<file path="config.mk">
export PLATFORM = sky130hd
export DESIGN_NAME = wfp_top
export DESIGN_NICKNAME = d
export VERILOG_FILES = /design/src/pkg/wfp_pkg.sv /design/src/rtl/wfp_sync2.sv /design/src/rtl/wfp_dom_filter.sv /design/src/rtl/wfp_top.sv
export SDC_FILE = /design/constraint.sdc
export NUM_CORES = 1
export LEC_CHECK = 0
export ABC_CLOCK_PERIOD_IN_PS = 3820
export BUFFER_PORTS_ARGS = -buffer_cell sky130_fd_sc_hd__buf_2
export CAP_MARGIN = 20
export CELL_PAD_IN_SITES_DETAIL_PLACEMENT = 1
export CELL_PAD_IN_SITES_GLOBAL_PLACEMENT = 1
export CORE_MARGIN = 2
export CORE_UTILIZATION = 30
export CTS_CLUSTER_DIAMETER = 120
export DETAILED_ROUTE_END_ITERATION = 10
export PLACE_DENSITY = 0.62
export SETUP_SLACK_MARGIN = 0.4
export SYNTH_ARGS = -nofsm -noshare
export SYNTH_HDL_FRONTEND = slang
export SYNTH_SLANG_ARGS = --single-unit
</file>
<file path="constraint.sdc">
create_clock -name sys_clk_in -period 3.82 [get_ports sys_clk_in]
set_input_delay 0 -clock sys_clk_in [delete_from_list [all_inputs] [get_ports sys_clk_in]]
set_output_delay 0 -clock sys_clk_in [all_outputs]
set_load 0.01 [all_outputs]
</file>
<file path="src/pkg/wfp_pkg.sv">
// wfp_pkg: constants for the wake frame payload configuration block.
// assumes a 200 MHz system clock and 7-bit serial register addresses.
package wfp_pkg;
  // register addresses as seen on the serial configuration port
  localparam logic [6:0] OFF_BYTE6 = 7'h2d;
  localparam logic [6:0] OFF_BYTE5 = 7'h2e;
  localparam logic [6:0] OFF_BYTE4 = 7'h2f;
  localparam logic [6:0] OFF_BYTE3 = 7'h30;
  localparam logic [6:0] OFF_BYTE2 = 7'h31;
  localparam logic [6:0] OFF_BYTE1 = 7'h32;
  localparam logic [6:0] OFF_BYTE0 = 7'h33;
  localparam logic [6:0] OFF_TOL_CTRL = 7'h34;
  localparam logic [6:0] OFF_OSC_TRIM = 7'h38;
  // payload bytes held by this block
  localparam int NUM_BYTES = 7;
  // tolerant-mode control field positions
  localparam int CTRL_EN_BIT = 0;
  localparam int CTRL_FILT_LSB = 1;
  localparam int CTRL_FILT_MSB = 3;
  localparam int CTRL_BYP_BIT = 4;
  localparam int CTRL_SUP_BIT = 5;
  localparam int CTRL_WIDTH = 6;
  // reset values after power-on or soft reset
  localparam logic [7:0] BYTE_RST = 8'h00;
  localparam logic [5:0] CTRL_RST = 6'h00;
  // trim write unlock code
  localparam logic [1:0] TRIM_UNLOCK = 2'h3;
  localparam logic [2:0] FILT_CODE_LONG = 3'h7;
  // serial frame: 7 address bits, write flag, 8 data bits
  localparam int FRAME_BITS = 16;
  localparam int HALF_BITS = 8;
  localparam int WR_BIT = 8;
  // dominant filter timing
  localparam int CLK_PERIOD_NS = 5;
  localparam int FILT_STEP_NS = 50;
  localparam int FILT_LONG_NS = 775;
  localparam int FILT_STEP_CYC =
    (FILT_STEP_NS + CLK_PERIOD_NS - 1) / CLK_PERIOD_NS;
  localparam int FILT_LONG_CYC =
    (FILT_LONG_NS + CLK_PERIOD_NS - 1) / CLK_PERIOD_NS;
  localparam int FILT_CNT_W = 8;
endpackage

</file>
<file path="src/rtl/wfp_sync2.sv">
// wfp_sync2: two-flop synchroniser, one per bit.
// assumes inputs come from pins or a foreign domain; reset is async low.
`timescale 1ns/10ps
module wfp_sync2 #(
  parameter int WIDTH = 1,
  parameter logic [WIDTH-1:0] RST_VAL = '0
) (
  input wire logic clk_in,
  input wire logic nrst_in,
  input wire logic [WIDTH-1:0] d_in,
  output logic [WIDTH-1:0] q_out
);
  // both stages kept together; the first stage feeds only the second
  typedef struct packed {
    logic [WIDTH-1:0] meta;
    logic [WIDTH-1:0] stable;
  } wfp_sync_st_t;

  wfp_sync_st_t st_reg;
  wfp_sync_st_t st_next;

  // next state: shift one stage per clock
  always_comb begin
    st_next = st_reg;
    st_next.meta = d_in;
    st_next.stable = st_reg.meta;
  end

  // register stages
  always_ff @(posedge clk_in or negedge nrst_in) begin
    if (!nrst_in) begin
      st_reg <= {RST_VAL, RST_VAL};
    end else begin
      st_reg <= st_next;
    end
  end

  assign q_out = st_reg.stable;
endmodule

</file>
<file path="src/rtl/wfp_dom_filter.sv">
// wfp_dom_filter: dominant pulse filter on the received bus level.
// assumes rx_in is already synchronous; low is dominant.
`timescale 1ns/10ps
module wfp_dom_filter #(
  parameter int STEP_CYC = wfp_pkg::FILT_STEP_CYC,
  parameter int LONG_CYC = wfp_pkg::FILT_LONG_CYC
) (
  input wire logic clk_in,
  input wire logic rst_n_in,
  input wire logic rx_in,
  input wire logic [2:0] code_in,
  output logic rx_out
);
  localparam int CW = wfp_pkg::FILT_CNT_W;

  typedef struct packed {
    logic [CW-1:0] cnt; // cycles of dominant seen so far
    logic rx;           // filtered level
  } wfp_filt_st_t;

  wfp_filt_st_t st_reg;
  wfp_filt_st_t st_next;
  logic [CW-1:0] limit;

  // pass a dominant level only after it has lasted the filter time
  always_comb begin
    st_next = st_reg;
    // 50 ns per code step, longest code is a fixed 775 ns
    if (code_in == wfp_pkg::FILT_CODE_LONG) begin
      limit = CW'(LONG_CYC);
    end else begin
      limit = CW'((int'(code_in) + 1) * STEP_CYC);
    end
    if (rx_in) begin
      // recessive ends the pulse at once
      st_next.cnt = '0;
      st_next.rx = 1'b1;
    end else if (st_reg.cnt >= limit - CW'(1)) begin
      st_next.rx = 1'b0;
    end else begin
      st_next.cnt = st_reg.cnt + CW'(1);
    end
  end

  // register filter state
  always_ff @(posedge clk_in or negedge rst_n_in) begin
    if (!rst_n_in) begin
      st_reg <= '{cnt: '0, rx: 1'b1};
    end else begin
      st_reg <= st_next;
    end
  end

  assign rx_out = st_reg.rx;
endmodule

</file>
<file path="src/rtl/wfp_top.sv">
// wfp_top: wake frame payload and tolerant-mode configuration registers,
// reached over the serial configuration port, plus the receive path
// switches they steer.
// assumes spi pins and rx pins are asynchronous to sys_clk_in; trim
// enable, wake activity and silence timeout come from same-clock logic.
// there is no restart input: restart leaves every stored value alone,
// which is allowed because its values are unspecified.
// every output of the block comes straight from a flip-flop.
//
// Notes on behaviour
// payload bytes zero to six, full 8 bits
// payload clears on reset, untouched on restart
// control clears on reset, upper two zero
// control bits 7:6 read zero, ignore writes
// suppress bit pauses error counter in tolerant
// silence timeout clears suppress bit by hardware
// bypass bit routes rx around analog filter
// dominant filter active regardless of bypass
// filter time 50 ns steps, 111 is 775
// bit zero enables tolerant mode
// trim writes accepted only when enable is 11
// trim register has no reset value
// low five trim bits are monotonic fine trim
// upper trim bits set temperature coefficient
// changing trim values is optional
// reads return stored value, no side effect
`timescale 1ns/10ps
module wfp_top (
  input wire logic sys_clk_in,
  input wire logic nrst_in,
  // serial configuration port
  input wire logic spi_csn_in,
  input wire logic spi_sck_in,
  input wire logic spi_mosi_in,
  output logic spi_miso_out,
  // miso enable: low while this block drives the line
  output logic spi_miso_oe_n_out,
  // same-clock system inputs
  input wire logic [1:0] trim_enable_in,
  input wire logic selective_wake_active_in,
  // one-cycle pulse from the bus silence monitor
  input wire logic silence_timeout_in,
  // receive path pins
  // both copies of the bus level; low is dominant
  input wire logic rx_raw_in,
  input wire logic rx_analog_filtered_in,
  // configuration towards the wake decoder and oscillator, plus the filtered rx level
  output logic [7:0] payload_byte_zero_out,
  output logic [7:0] payload_byte_one_out,
  output logic [7:0] payload_byte_two_out,
  output logic [7:0] payload_byte_three_out,
  output logic [7:0] payload_byte_four_out,
  output logic [7:0] payload_byte_five_out,
  output logic [7:0] payload_byte_six_out,
  output logic tolerant_mode_enable_out,
  output logic receiver_filter_bypass_out,
  output logic [2:0] dominant_pulse_filter_time_out,
  // error counter suspend, one cycle behind its causes
  output logic error_counter_suspend_out,
  output logic [7:0] oscillator_trim_value_out,
  output logic rx_wake_data_out
);
  // byte slots walked by the read mux and the write decode
  localparam int NB = wfp_pkg::NUM_BYTES;
  // control bits that are really stored; 7:6 have no flops
  localparam int CW = wfp_pkg::CTRL_WIDTH;

  // released reset, synchronous deassertion
  logic rst_n;
  // synchronised serial pins: csn, sck, mosi
  logic [2:0] spi_sync;
  // synchronised rx pins: raw, analog filtered
  logic [1:0] rx_sync;
  // level chosen ahead of the dominant filter
  logic rx_sel;
  // dominant filter result
  logic rx_filt;

  // all state of the block outside the synchronisers and the dominant filter
  // trim shares the struct but is left out of the reset branch
  typedef struct packed {
    logic csn_prev;              // csn of last cycle
    logic sck_prev;              // sck of last cycle
    logic [4:0] bit_cnt;         // bits taken in this frame
    logic [15:0] shift_in;       // incoming frame
    logic [7:0] shift_out;       // read data being sent
    logic miso;                  // miso level
    logic miso_oe_n;             // low while driving miso
    logic [NB-1:0][7:0] payload; // index 0 is byte zero
    logic [CW-1:0] ctrl;         // tolerant-mode control
    logic [7:0] trim;            // oscillator trim, never reset
    logic suspend;               // error counter suspend
    logic rx_wake;               // rx to the wake decoder
  } wfp_st_t;

  wfp_st_t st_reg;
  wfp_st_t st_next;

  // comb scratch for the serial engine
  // pin levels after the synchroniser
  logic csn;
  logic sck;
  logic mosi;
  // one-cycle strobes on sck edges while selected
  logic sck_rise;
  logic sck_fall;
  // frame with this cycle's mosi bit shifted in
  logic [15:0] shifted;
  // fields of the finished frame
  logic [6:0] addr;
  logic [7:0] wdata;
  // one-cycle pulse that applies a finished write frame
  logic wr_commit;

  // reset release: async assert, two-flop deassert
  // the copy falls with the pin at once but rises only after two
  // clean edges, so no flop leaves reset on a metastable level
  wfp_sync2 #(
    .WIDTH(1),
    .RST_VAL(1'b0)
  ) u_rst_sync (
    .clk_in(sys_clk_in),
    .nrst_in(nrst_in),
    .d_in(1'b1),
    .q_out(rst_n)
  );

  // serial pins cross into the clock domain; idle csn is high
  // so the engine stays deselected until the pins have settled
  wfp_sync2 #(
    .WIDTH(3),
    .RST_VAL(3'h4)
  ) u_spi_sync (
    .clk_in(sys_clk_in),
    .nrst_in(rst_n),
    .d_in({spi_csn_in, spi_sck_in, spi_mosi_in}),
    .q_out(spi_sync)
  );

  // rx pins cross in too; idle bus is recessive
  // so no false dominant is seen just after reset
  wfp_sync2 #(
    .WIDTH(2),
    .RST_VAL(2'h3)
  ) u_rx_sync (
    .clk_in(sys_clk_in),
    .nrst_in(rst_n),
    .d_in({rx_raw_in, rx_analog_filtered_in}),
    .q_out(rx_sync)
  );

  // bypass set: take the raw level around the analog filter
  // limitation: flipping bypass during a dominant pulse may cut
  // or stretch that pulse as the filter sees it
  assign rx_sel = st_reg.ctrl[wfp_pkg::CTRL_BYP_BIT] ? rx_sync[1]
                                                     : rx_sync[0];

  // dominant filter sits after the mux, so bypass never skips it
  // a new filter code applies from the cycle after its write
  wfp_dom_filter #(
    .STEP_CYC(wfp_pkg::FILT_STEP_CYC),
    .LONG_CYC(wfp_pkg::FILT_LONG_CYC)
  ) u_dom_filter (
    .clk_in(sys_clk_in),
    .rst_n_in(rst_n),
    .rx_in(rx_sel),
    .code_in(st_reg.ctrl[wfp_pkg::CTRL_FILT_MSB:wfp_pkg::CTRL_FILT_LSB]),
    .rx_out(rx_filt)
  );

  // read mux: pure decode, reading changes nothing
  // bytes sit at falling addresses, byte zero highest; unmapped
  // addresses fall through to zero
  function automatic logic [7:0] rd_mux(input logic [6:0] a,
                                        input wfp_st_t s);
    logic [7:0] r;
    r = 8'h00;
    for (int i = 0; i < NB; i++) begin
      if (a == wfp_pkg::OFF_BYTE0 - 7'(i)) begin
        r = s.payload[i];
      end
    end
    if (a == wfp_pkg::OFF_TOL_CTRL) begin
      // reserved upper bits always come back zero
      r = {2'h0, s.ctrl};
    end
    if (a == wfp_pkg::OFF_OSC_TRIM) begin
      r = s.trim;
    end
    return r;
  endfunction

  // serial engine, register writes and output staging
  always_comb begin
    st_next = st_reg;
    // pin copies after the two-flop synchroniser
    csn = spi_sync[2];
    sck = spi_sync[1];
    mosi = spi_sync[0];
    // edges count only while selected, so stray sck toggles between
    // frames never reach the shift register
    sck_rise = !csn && sck && !st_reg.sck_prev;
    sck_fall = !csn && !sck && st_reg.sck_prev;
    // msb-first shift and the frame fields it yields
    shifted = {st_reg.shift_in[14:0], mosi};
    addr = st_reg.shift_in[15:9];
    wdata = st_reg.shift_in[7:0];
    wr_commit = 1'b0;
    // levels kept for next cycle's edge detection
    st_next.csn_prev = csn;
    st_next.sck_prev = sck;

    if (csn) begin
      // deselected: release miso and start the next frame fresh
      st_next.miso_oe_n = 1'b1;
      st_next.miso = 1'b0;
      st_next.bit_cnt = '0;
      // a cut frame leaves the count below 16 and is refused here
      // only a complete frame with the write flag stores data
      if (!st_reg.csn_prev &&
          st_reg.bit_cnt == 5'(wfp_pkg::FRAME_BITS) &&
          st_reg.shift_in[wfp_pkg::WR_BIT]) begin
        wr_commit = 1'b1;
      end
    end else begin
      // selected: drive miso; the first byte goes out as zeros
      st_next.miso_oe_n = 1'b0;
      // bits past the sixteenth are not taken, so an over-long frame keeps
      // its first 16 bits and still passes the count check at csn rise
      if (sck_rise && st_reg.bit_cnt < 5'(wfp_pkg::FRAME_BITS)) begin
        // sample mosi, msb first
        st_next.shift_in = shifted;
        st_next.bit_cnt = st_reg.bit_cnt + 5'h1;
        // after the first byte the address is known: fetch data
        // the byte is snapshot here so a later write cannot tear it
        if (st_reg.bit_cnt == 5'(wfp_pkg::HALF_BITS - 1)) begin
          st_next.shift_out = rd_mux(shifted[7:1], st_reg);
        end
      end
      if (sck_fall) begin
        if (st_reg.bit_cnt >= 5'(wfp_pkg::HALF_BITS)) begin
          // second byte carries the register contents
          st_next.miso = st_reg.shift_out[7];
          st_next.shift_out = {st_reg.shift_out[6:0], 1'b0};
        end else begin
          // first byte: nothing to report yet
          st_next.miso = 1'b0;
        end
      end
    end

    // the write lands a cycle after csn is seen high, when address
    // and data can no longer move
    if (wr_commit) begin
      // payload bytes take all eight bits, bit 0 the lsb
      for (int i = 0; i < NB; i++) begin
        if (addr == wfp_pkg::OFF_BYTE0 - 7'(i)) begin
          st_next.payload[i] = wdata;
        end
      end
      // control keeps only its six defined bits
      if (addr == wfp_pkg::OFF_TOL_CTRL) begin
        st_next.ctrl = wdata[CW-1:0];
      end
      // trim is locked unless the enable field is 11
      // a locked write is dropped silently; nothing flags it
      if (addr == wfp_pkg::OFF_OSC_TRIM &&
          trim_enable_in == wfp_pkg::TRIM_UNLOCK) begin
        // all eight bits stored as written; fine and coefficient
        // bits are passed to the oscillator untouched
        st_next.trim = wdata;
      end
    end

    // silence timeout clears the suppress bit; it wins over a write
    // landing in the same cycle, so the counter is never left paused
    if (silence_timeout_in) begin
      st_next.ctrl[wfp_pkg::CTRL_SUP_BIT] = 1'b0;
    end

    // suppress only counts while tolerant mode is on and wake runs
    // registered so the port comes from a flop, one cycle late
    st_next.suspend = st_reg.ctrl[wfp_pkg::CTRL_SUP_BIT] &&
                      st_reg.ctrl[wfp_pkg::CTRL_EN_BIT] &&
                      selective_wake_active_in;
    // filtered level registered once more for the output port
    st_next.rx_wake = rx_filt;
  end

  // state register; trim is left out of the reset branch on purpose,
  // so it keeps whatever was loaded before
  always_ff @(posedge sys_clk_in or negedge rst_n) begin
    if (!rst_n) begin
      // every field but trim goes to its idle value; trim simply holds
      st_reg.csn_prev <= 1'b1;
      st_reg.sck_prev <= 1'b0;
      st_reg.bit_cnt <= '0;
      st_reg.shift_in <= 16'h0000;
      st_reg.shift_out <= 8'h00;
      st_reg.miso <= 1'b0;
      st_reg.miso_oe_n <= 1'b1;
      st_reg.payload <= {NB{wfp_pkg::BYTE_RST}};
      st_reg.ctrl <= wfp_pkg::CTRL_RST;
      st_reg.suspend <= 1'b0;
      st_reg.rx_wake <= 1'b1;
    end else begin
      st_reg.csn_prev <= st_next.csn_prev;
      st_reg.sck_prev <= st_next.sck_prev;
      st_reg.bit_cnt <= st_next.bit_cnt;
      st_reg.shift_in <= st_next.shift_in;
      st_reg.shift_out <= st_next.shift_out;
      st_reg.miso <= st_next.miso;
      st_reg.miso_oe_n <= st_next.miso_oe_n;
      st_reg.payload <= st_next.payload;
      st_reg.ctrl <= st_next.ctrl;
      st_reg.suspend <= st_next.suspend;
      st_reg.rx_wake <= st_next.rx_wake;
      // trim shares this process so st_reg has a single driver; only
      // an unlocked write changes it
      st_reg.trim <= st_next.trim;
    end
  end

  // outputs straight from the state flops
  assign spi_miso_out = st_reg.miso;
  assign spi_miso_oe_n_out = st_reg.miso_oe_n;
  assign payload_byte_zero_out = st_reg.payload[0];
  assign payload_byte_one_out = st_reg.payload[1];
  assign payload_byte_two_out = st_reg.payload[2];
  assign payload_byte_three_out = st_reg.payload[3];
  assign payload_byte_four_out = st_reg.payload[4];
  assign payload_byte_five_out = st_reg.payload[5];
  assign payload_byte_six_out = st_reg.payload[6];
  // control fields split out to their own ports
  assign tolerant_mode_enable_out = st_reg.ctrl[wfp_pkg::CTRL_EN_BIT];
  assign receiver_filter_bypass_out = st_reg.ctrl[wfp_pkg::CTRL_BYP_BIT];
  assign dominant_pulse_filter_time_out =
    st_reg.ctrl[wfp_pkg::CTRL_FILT_MSB:wfp_pkg::CTRL_FILT_LSB];
  // suspend and rx level were registered in the state above
  assign error_counter_suspend_out = st_reg.suspend;
  assign oscillator_trim_value_out = st_reg.trim;
  assign rx_wake_data_out = st_reg.rx_wake;
endmodule

</file>
# Word level (Yosys, flattened, before mapping)
# Index checks and enable logic that the tools add are counted.
[totals]
output_inout_bits = 73
inputBits = 11
rom_bits = 0
latch_bits = 0
mem_count = 0
word_cells = 116
ram_bits = 0
regBits = 126
[classes]
n_lt_le_gt_ge = 3
bitwise = 1
n_addsub = 4
n_mul = 1
n_reduce_logical = 30
n_div = 0
shift = 0
n_eq_ne = 23
mux = 27
[op_table]
columns = ["cell", "count"]
rows = [
  ["$eq 7x6->1 const B", 18],
  ["$mux 8", 14],
  ["$mul 32x4->7 const B", 1],
  ["$mux 29", 1],
  ["$reduce_and 2->1", 10],
  ["$mux 9", 2],
  ["$mux 14", 1],
  ["$logic_and 1x1->1", 10],
  ["$reduce_bool 2->1", 5],
  ["$add 8x1->8 const B", 1],
  ["$ge 8x8->1", 1],
  ["$sub 8x1->8 const B", 1],
  ["$mux 1", 6],
  ["$mux 6", 1],
  ["$add 5x1->5 const B", 1],
  ["$eq 5x3->1 const B", 1],
  ["$eq 5x5->1 const B", 1],
  ["$ge 5x4->1 const B", 1],
  ["$lt 5x5->1 const B", 1],
  ["$mux 5", 1],
  ["$add 3x1->4 const B", 1],
  ["$logic_not 1->1", 4],
  ["$eq 3x3->1 const B", 1],
  ["$reduce_and 3->1", 1],
  ["4 further kinds", 4],
]

# Longest topological paths before layout
[depth]
ltp_word = 15
ltp_mapped = 15

# By module
# Synthesis repeated with hierarchy kept, for this count alone.
[hier_totals]
hier_cells = 543
area_unflattened_um2 = 6397.4
[by_module_without_submodules]
columns = ["mod", "seq_area_each_um2", "cells_per_inst", "area_per_inst_um2", "n_inst"]
rows = [
  ["wfp_top", 2645.0, 440, 5240.0, 1],
  ["wfp_dom_filter", 226.5, 91, 849.6, 1],
  ["wfp_sync2 (u_spi_sync)", 152.6, 6, 152.6, 1],
  ["wfp_sync2 (u_rx_sync)", 105.1, 4, 105.1, 1],
  ["wfp_sync2 (u_rst_sync)", 50.0, 2, 50.0, 1],
]

# Worst setup path after synthesis
# Ideal clock, no wire load.
[synth_timing]
path_type = "reg-to-reg"
from = "register u_rst_sync.st_reg (netlist bit u_rst_sync.q_out)"
to = "register st_reg (netlist bit oscillator_trim_value_out[0]), enable pin"
t_required_ns = 3.437
t_arrival_ns = 3.708
slack_ns = -0.271
setup_ns = 0.383
path_stages_with_launch = 3
period_less_slack_ns = 4.091
path_cell_list = "dfrtp_1 > nand4_1 > nor3_1"
[synth_via]
elab_chain_len = 1
[synth_rtl]
columns = ["element", "line", "text"]
rows = [
  ["start: declaration", "wfp_sync2.sv:19", "wfp_sync_st_t st_reg;"],
  ["start signal: assignment", "wfp_sync2.sv:32", "st_reg <= {RST_VAL, RST_VAL};"],
  ["start signal: assignment", "wfp_sync2.sv:34", "st_reg <= st_next;"],
  ["$reduce_and 3->1 (no source line)", "n/a", ""],
  ["end: declaration", "wfp_top.sv:96", "wfp_st_t st_reg;"],
]
# No other way between the ends.
# A chain may end at the register's enable or synchronous reset.

# Worst setup path after layout
[layout_timing]
from = "register st_reg (netlist bit dominant_pulse_filter_time_out[1])"
to = "register u_dom_filter.st_reg[8] (netlist bit)"
[layout_via]
elab_chain_len = 6
word_cells_on_any_way = 7
[layout_rtl]
columns = ["element", "line", "text"]
rows = [
  ["$add 3x1->4", "wfp_dom_filter.sv:32", "limit = CW'((int'(code_in) + 1) * STEP_CYC);"],
  ["$mul 32x4->7", "wfp_dom_filter.sv:32", ""],
  ["$mux 8 (*)", "wfp_dom_filter.sv:29", "if (code_in == wfp_pkg::FILT_CODE_LONG) begin"],
  ["$sub 8x1->8 (*)", "wfp_dom_filter.sv:38", "end else if (st_reg.cnt >= limit - CW'(1)) begin"],
  ["$ge 8x8->1 (*)", "wfp_dom_filter.sv:38", ""],
  ["$ne 2x2->1 (no source line) (*)", "n/a", ""],
  ["end signal: assignment", "wfp_dom_filter.sv:48", "st_reg <= '{cnt: '0, rx: 1'b1};"],
  ["end signal: assignment", "wfp_dom_filter.sv:50", "st_reg <= st_next;"],
  ["end: declaration", "wfp_dom_filter.sv:21", "wfp_filt_st_t st_reg;"],
]
# Every way passes the cells marked *; elsewhere a longest branch is shown, timed or not.

==> results.toml <==
[run_status]
status = "complete, no violations"

[logic_synthesis]
yosysTopAreaCell = "dfrtp_1"
postSynthCellCount = 545
synthArstFlopShare_pct = 93.6
ys_seq_elements = 125
synth_top_flop_cell = "dfrtp_1"
syn_nets = 573
synth_top_area_share_pct = 41.3
yosys_warnings = 0
yosys-top-cells-area = "dfrtp_1, mux2_2, buf_4"
ys_types = 66
yosysSeqAreaShare_pct = 48.5
yosysMostFrequentCell = "dfrtp_1"
synthesis.area_um2 = 6550
synth_edf_count = 8
avgSynthCellArea_um2 = 12.0
synthTopCellsByCount = "dfrtp_1, mux2_2, buf_4"

[sta]
finalCritPeriodShare_pct = 87.9
layout_setup_ws_ns = 0.463
skew_ns = 0.0102
rsz0062_at_grt = "false"
finalSetupTns_ns = 0
maxSlewHeadroom_pct = 35.9
max_freq_mhz = 298
slew_violations = 0
setup_viol = 0
tightest_slew_ns = 0.934
final_hold_viol_count = 0
min_period_ns = 3.36
holdWs_ns = 0.165

[routing]
firstDrtPassIters = 4
wl_per_cell_um = 20.0
finalWirelength_um = 17500
route.detailed.drc = 0
vias = 4314
routed_via_density = 4.94
drtIter0Drc = 183
final_antenna_net_count = 0

[die]
die_area_um2 = 23000
design.portCount = 84
die-height_um = 152
start_util_pct = 30.3
die_width_um = 152
rows = 54
core_um2 = 21600

[power]
ir_drop_uv = 305
p_leak_uw = 0.00358
p_per_area_nw_per_um2 = 442

[clock_tree]
clock_sinks = 125
cts_made_buffers = 17
cts_tree = "done"
insertion_delay_ns = 0.43
cts-root-buf = "clkbuf_16"
cts.clk_slew.worst_paths_ns = 0.06
cts.path.max_buffers = 2
htreeDepth = 4

[placed_design]
pre_cts_ws_ns = 0.213
place_congestion = 0.804
dp.final_hpwl_um = 12500
port_buffers = 83

[worst_setup_path]
cpMostUsedCell = "ha_1"
crit_required_ns = 4.16
crit_chain = "ha_1, ha_1, ha_1, or3_4, xnor2_1, nor2_1, ha_1, a21oi_1, o21ai_1, o21bai_4, a211oi_2, mux2i_1"
r2r_slack_ns = 0.46
cp.arrival_ns = 3.70
path_delay_family = "adder cells"
slowest_delay_ns = 0.43
worst-path-buf-inv = 0
crit_fanout = 8
r2r_cells = 12
critPathSlowestCell = "or3_4"
reg2reg_from = "dominant_pulse_filter_time_out[1]"
criticalPathCategory = "reg2reg"
timing.rr.end = "u_dom_filter.st_reg[8]"
startpoint_type = "flop"
crit_path_end_kind = "flop"

[worst_hold_path]
hold_start = "trim_enable_in[1]"
min_path_cells = 4
min_to = "oscillator_trim_value_out[5]"
worstHoldPathType = "in2reg"

[layout]
fin_nets = 608
diodes = 0
largest_reg_flops = 16
syn2layout_area_growth_pct = 15.0
layout-drive-gt1-share_pct = 42.7

[run]
cap_viol_max_count = 0

[global_route]
grt_pass1_wl_um = 27000
grt-ovfl-total = 0
grt.total_usage_pct = 15.9
grt_max_degree = 47
antenna_found_initial = 0
grt_pass1_vias = 4525
[worst max-delay path by stage]
stage | startpoint | to | slack (ns) | cells past startpoint
final | dominant_pulse_filter_time_out[1] | u_dom_filter.st_reg[8] | 0.46 | 12
after floorplan | dominant_pulse_filter_time_out[0] | u_dom_filter.st_reg[8] | 0.54 | 12
after detailed placement | dominant_pulse_filter_time_out[1] | u_dom_filter.st_reg[8] | 0.21 | 12
after CTS | dominant_pulse_filter_time_out[1] | u_dom_filter.st_reg[8] | 0.40 | 12
after global placement | dominant_pulse_filter_time_out[1] | u_dom_filter.st_reg[8] | 0.39 | 12
after global routing | dominant_pulse_filter_time_out[1] | u_dom_filter.st_reg[8] | 0.37 | 12
[area by class of cell]
| type | instances | area [um^2] |
|---|---|---|
| fillers | 2373 | 14100 |
| flip-flops and latches | 125 | 3180 |
| multi-input cells | 321 | 2810 |
| repair buffers | 103 | 588 |
| clock buffers | 22 | 464 |
| well taps | 280 | 350 |
| clock inverters | 10 | 91.3 |
| inverters | 12 | 45.0 |
[cell usage in the layout (no fill, tap or decap), types with 6 or more instances in the layout]
cell type        n
inv_1           12
mux2_2          71
a31oi_1          6
buf_4           11
a21oi_1         15
dlygate4sd3_1    9
dfstp_2          9
dfrtp_1        107
mux4_2           8
o21ai_0         18
nor2_1          12
nand2_1         32
edfxtp_1         8
buf_2           83
ha_1            16
nand3_1          8
mux2i_1          9
nor3_1           7
nand2b_1        15
clkbuf_16       17
[cells by family after synthesis]
kind of cell / Yosys count / synth area share (%)
xor+xnor: 5 / 0.668
flops: 125 / 48.5
buf+inv: 99 / 9.78
other cells: 1 / 0.0572
compound gates: 81 / 8.02
simple gates: 127 / 13.0
mux: 90 / 16.7
fa+ha+maj: 17 / 3.25
[through the flow]
step	total power, uW	utilization (%)	area, um^2	cells
2_1_floorplan	1690	-	6550	545
3_3_place_gp	1790	31.4	6790	829
3_5_place_dp	1810	31.4	6790	829
4_1_cts	3360	34.5	7460	872
5_1_grt	3460	34.8	7530	873
6_report	3330	34.8	7530	873
[where the power goes]
part,leakage [uW],internal (uW),switching [uW]
clock,0.000270,927,606
combinational,0.00168,105,132
sequential,0.00163,1390,168
[tightest hold or removal path, cell delays in order]
cell     delay (ns)
buf_2          0.10
nand4_1        0.09
nor3_1         0.05
buf_4          0.17
[layer usage]
metal | vias to the layer above | global-route usage, % | share of wire, %
li1 | 1958 | - | -
met1 | 2238 | 20.9 | 45
met2 | 97 | 25.5 | 49
met3 | 21 | 3.80 | 4.3
met4 | 0 | 5.88 | 1.9
met5 | - | 0 | 0
[repair_timing]
| item | in CTS | in global routing |
|---|---|---|
| hold endpoints to repair | 9 | 0 |
| buffers inserted | 2 | 1 |
| resized for setup | 3 | 16 |
| endpoints found under the setup margin | 9 | 9 |
| hold buffers | 9 | 0 |
| pin swaps | 0 | 5 |
Power figures use the tool's default switching activity.
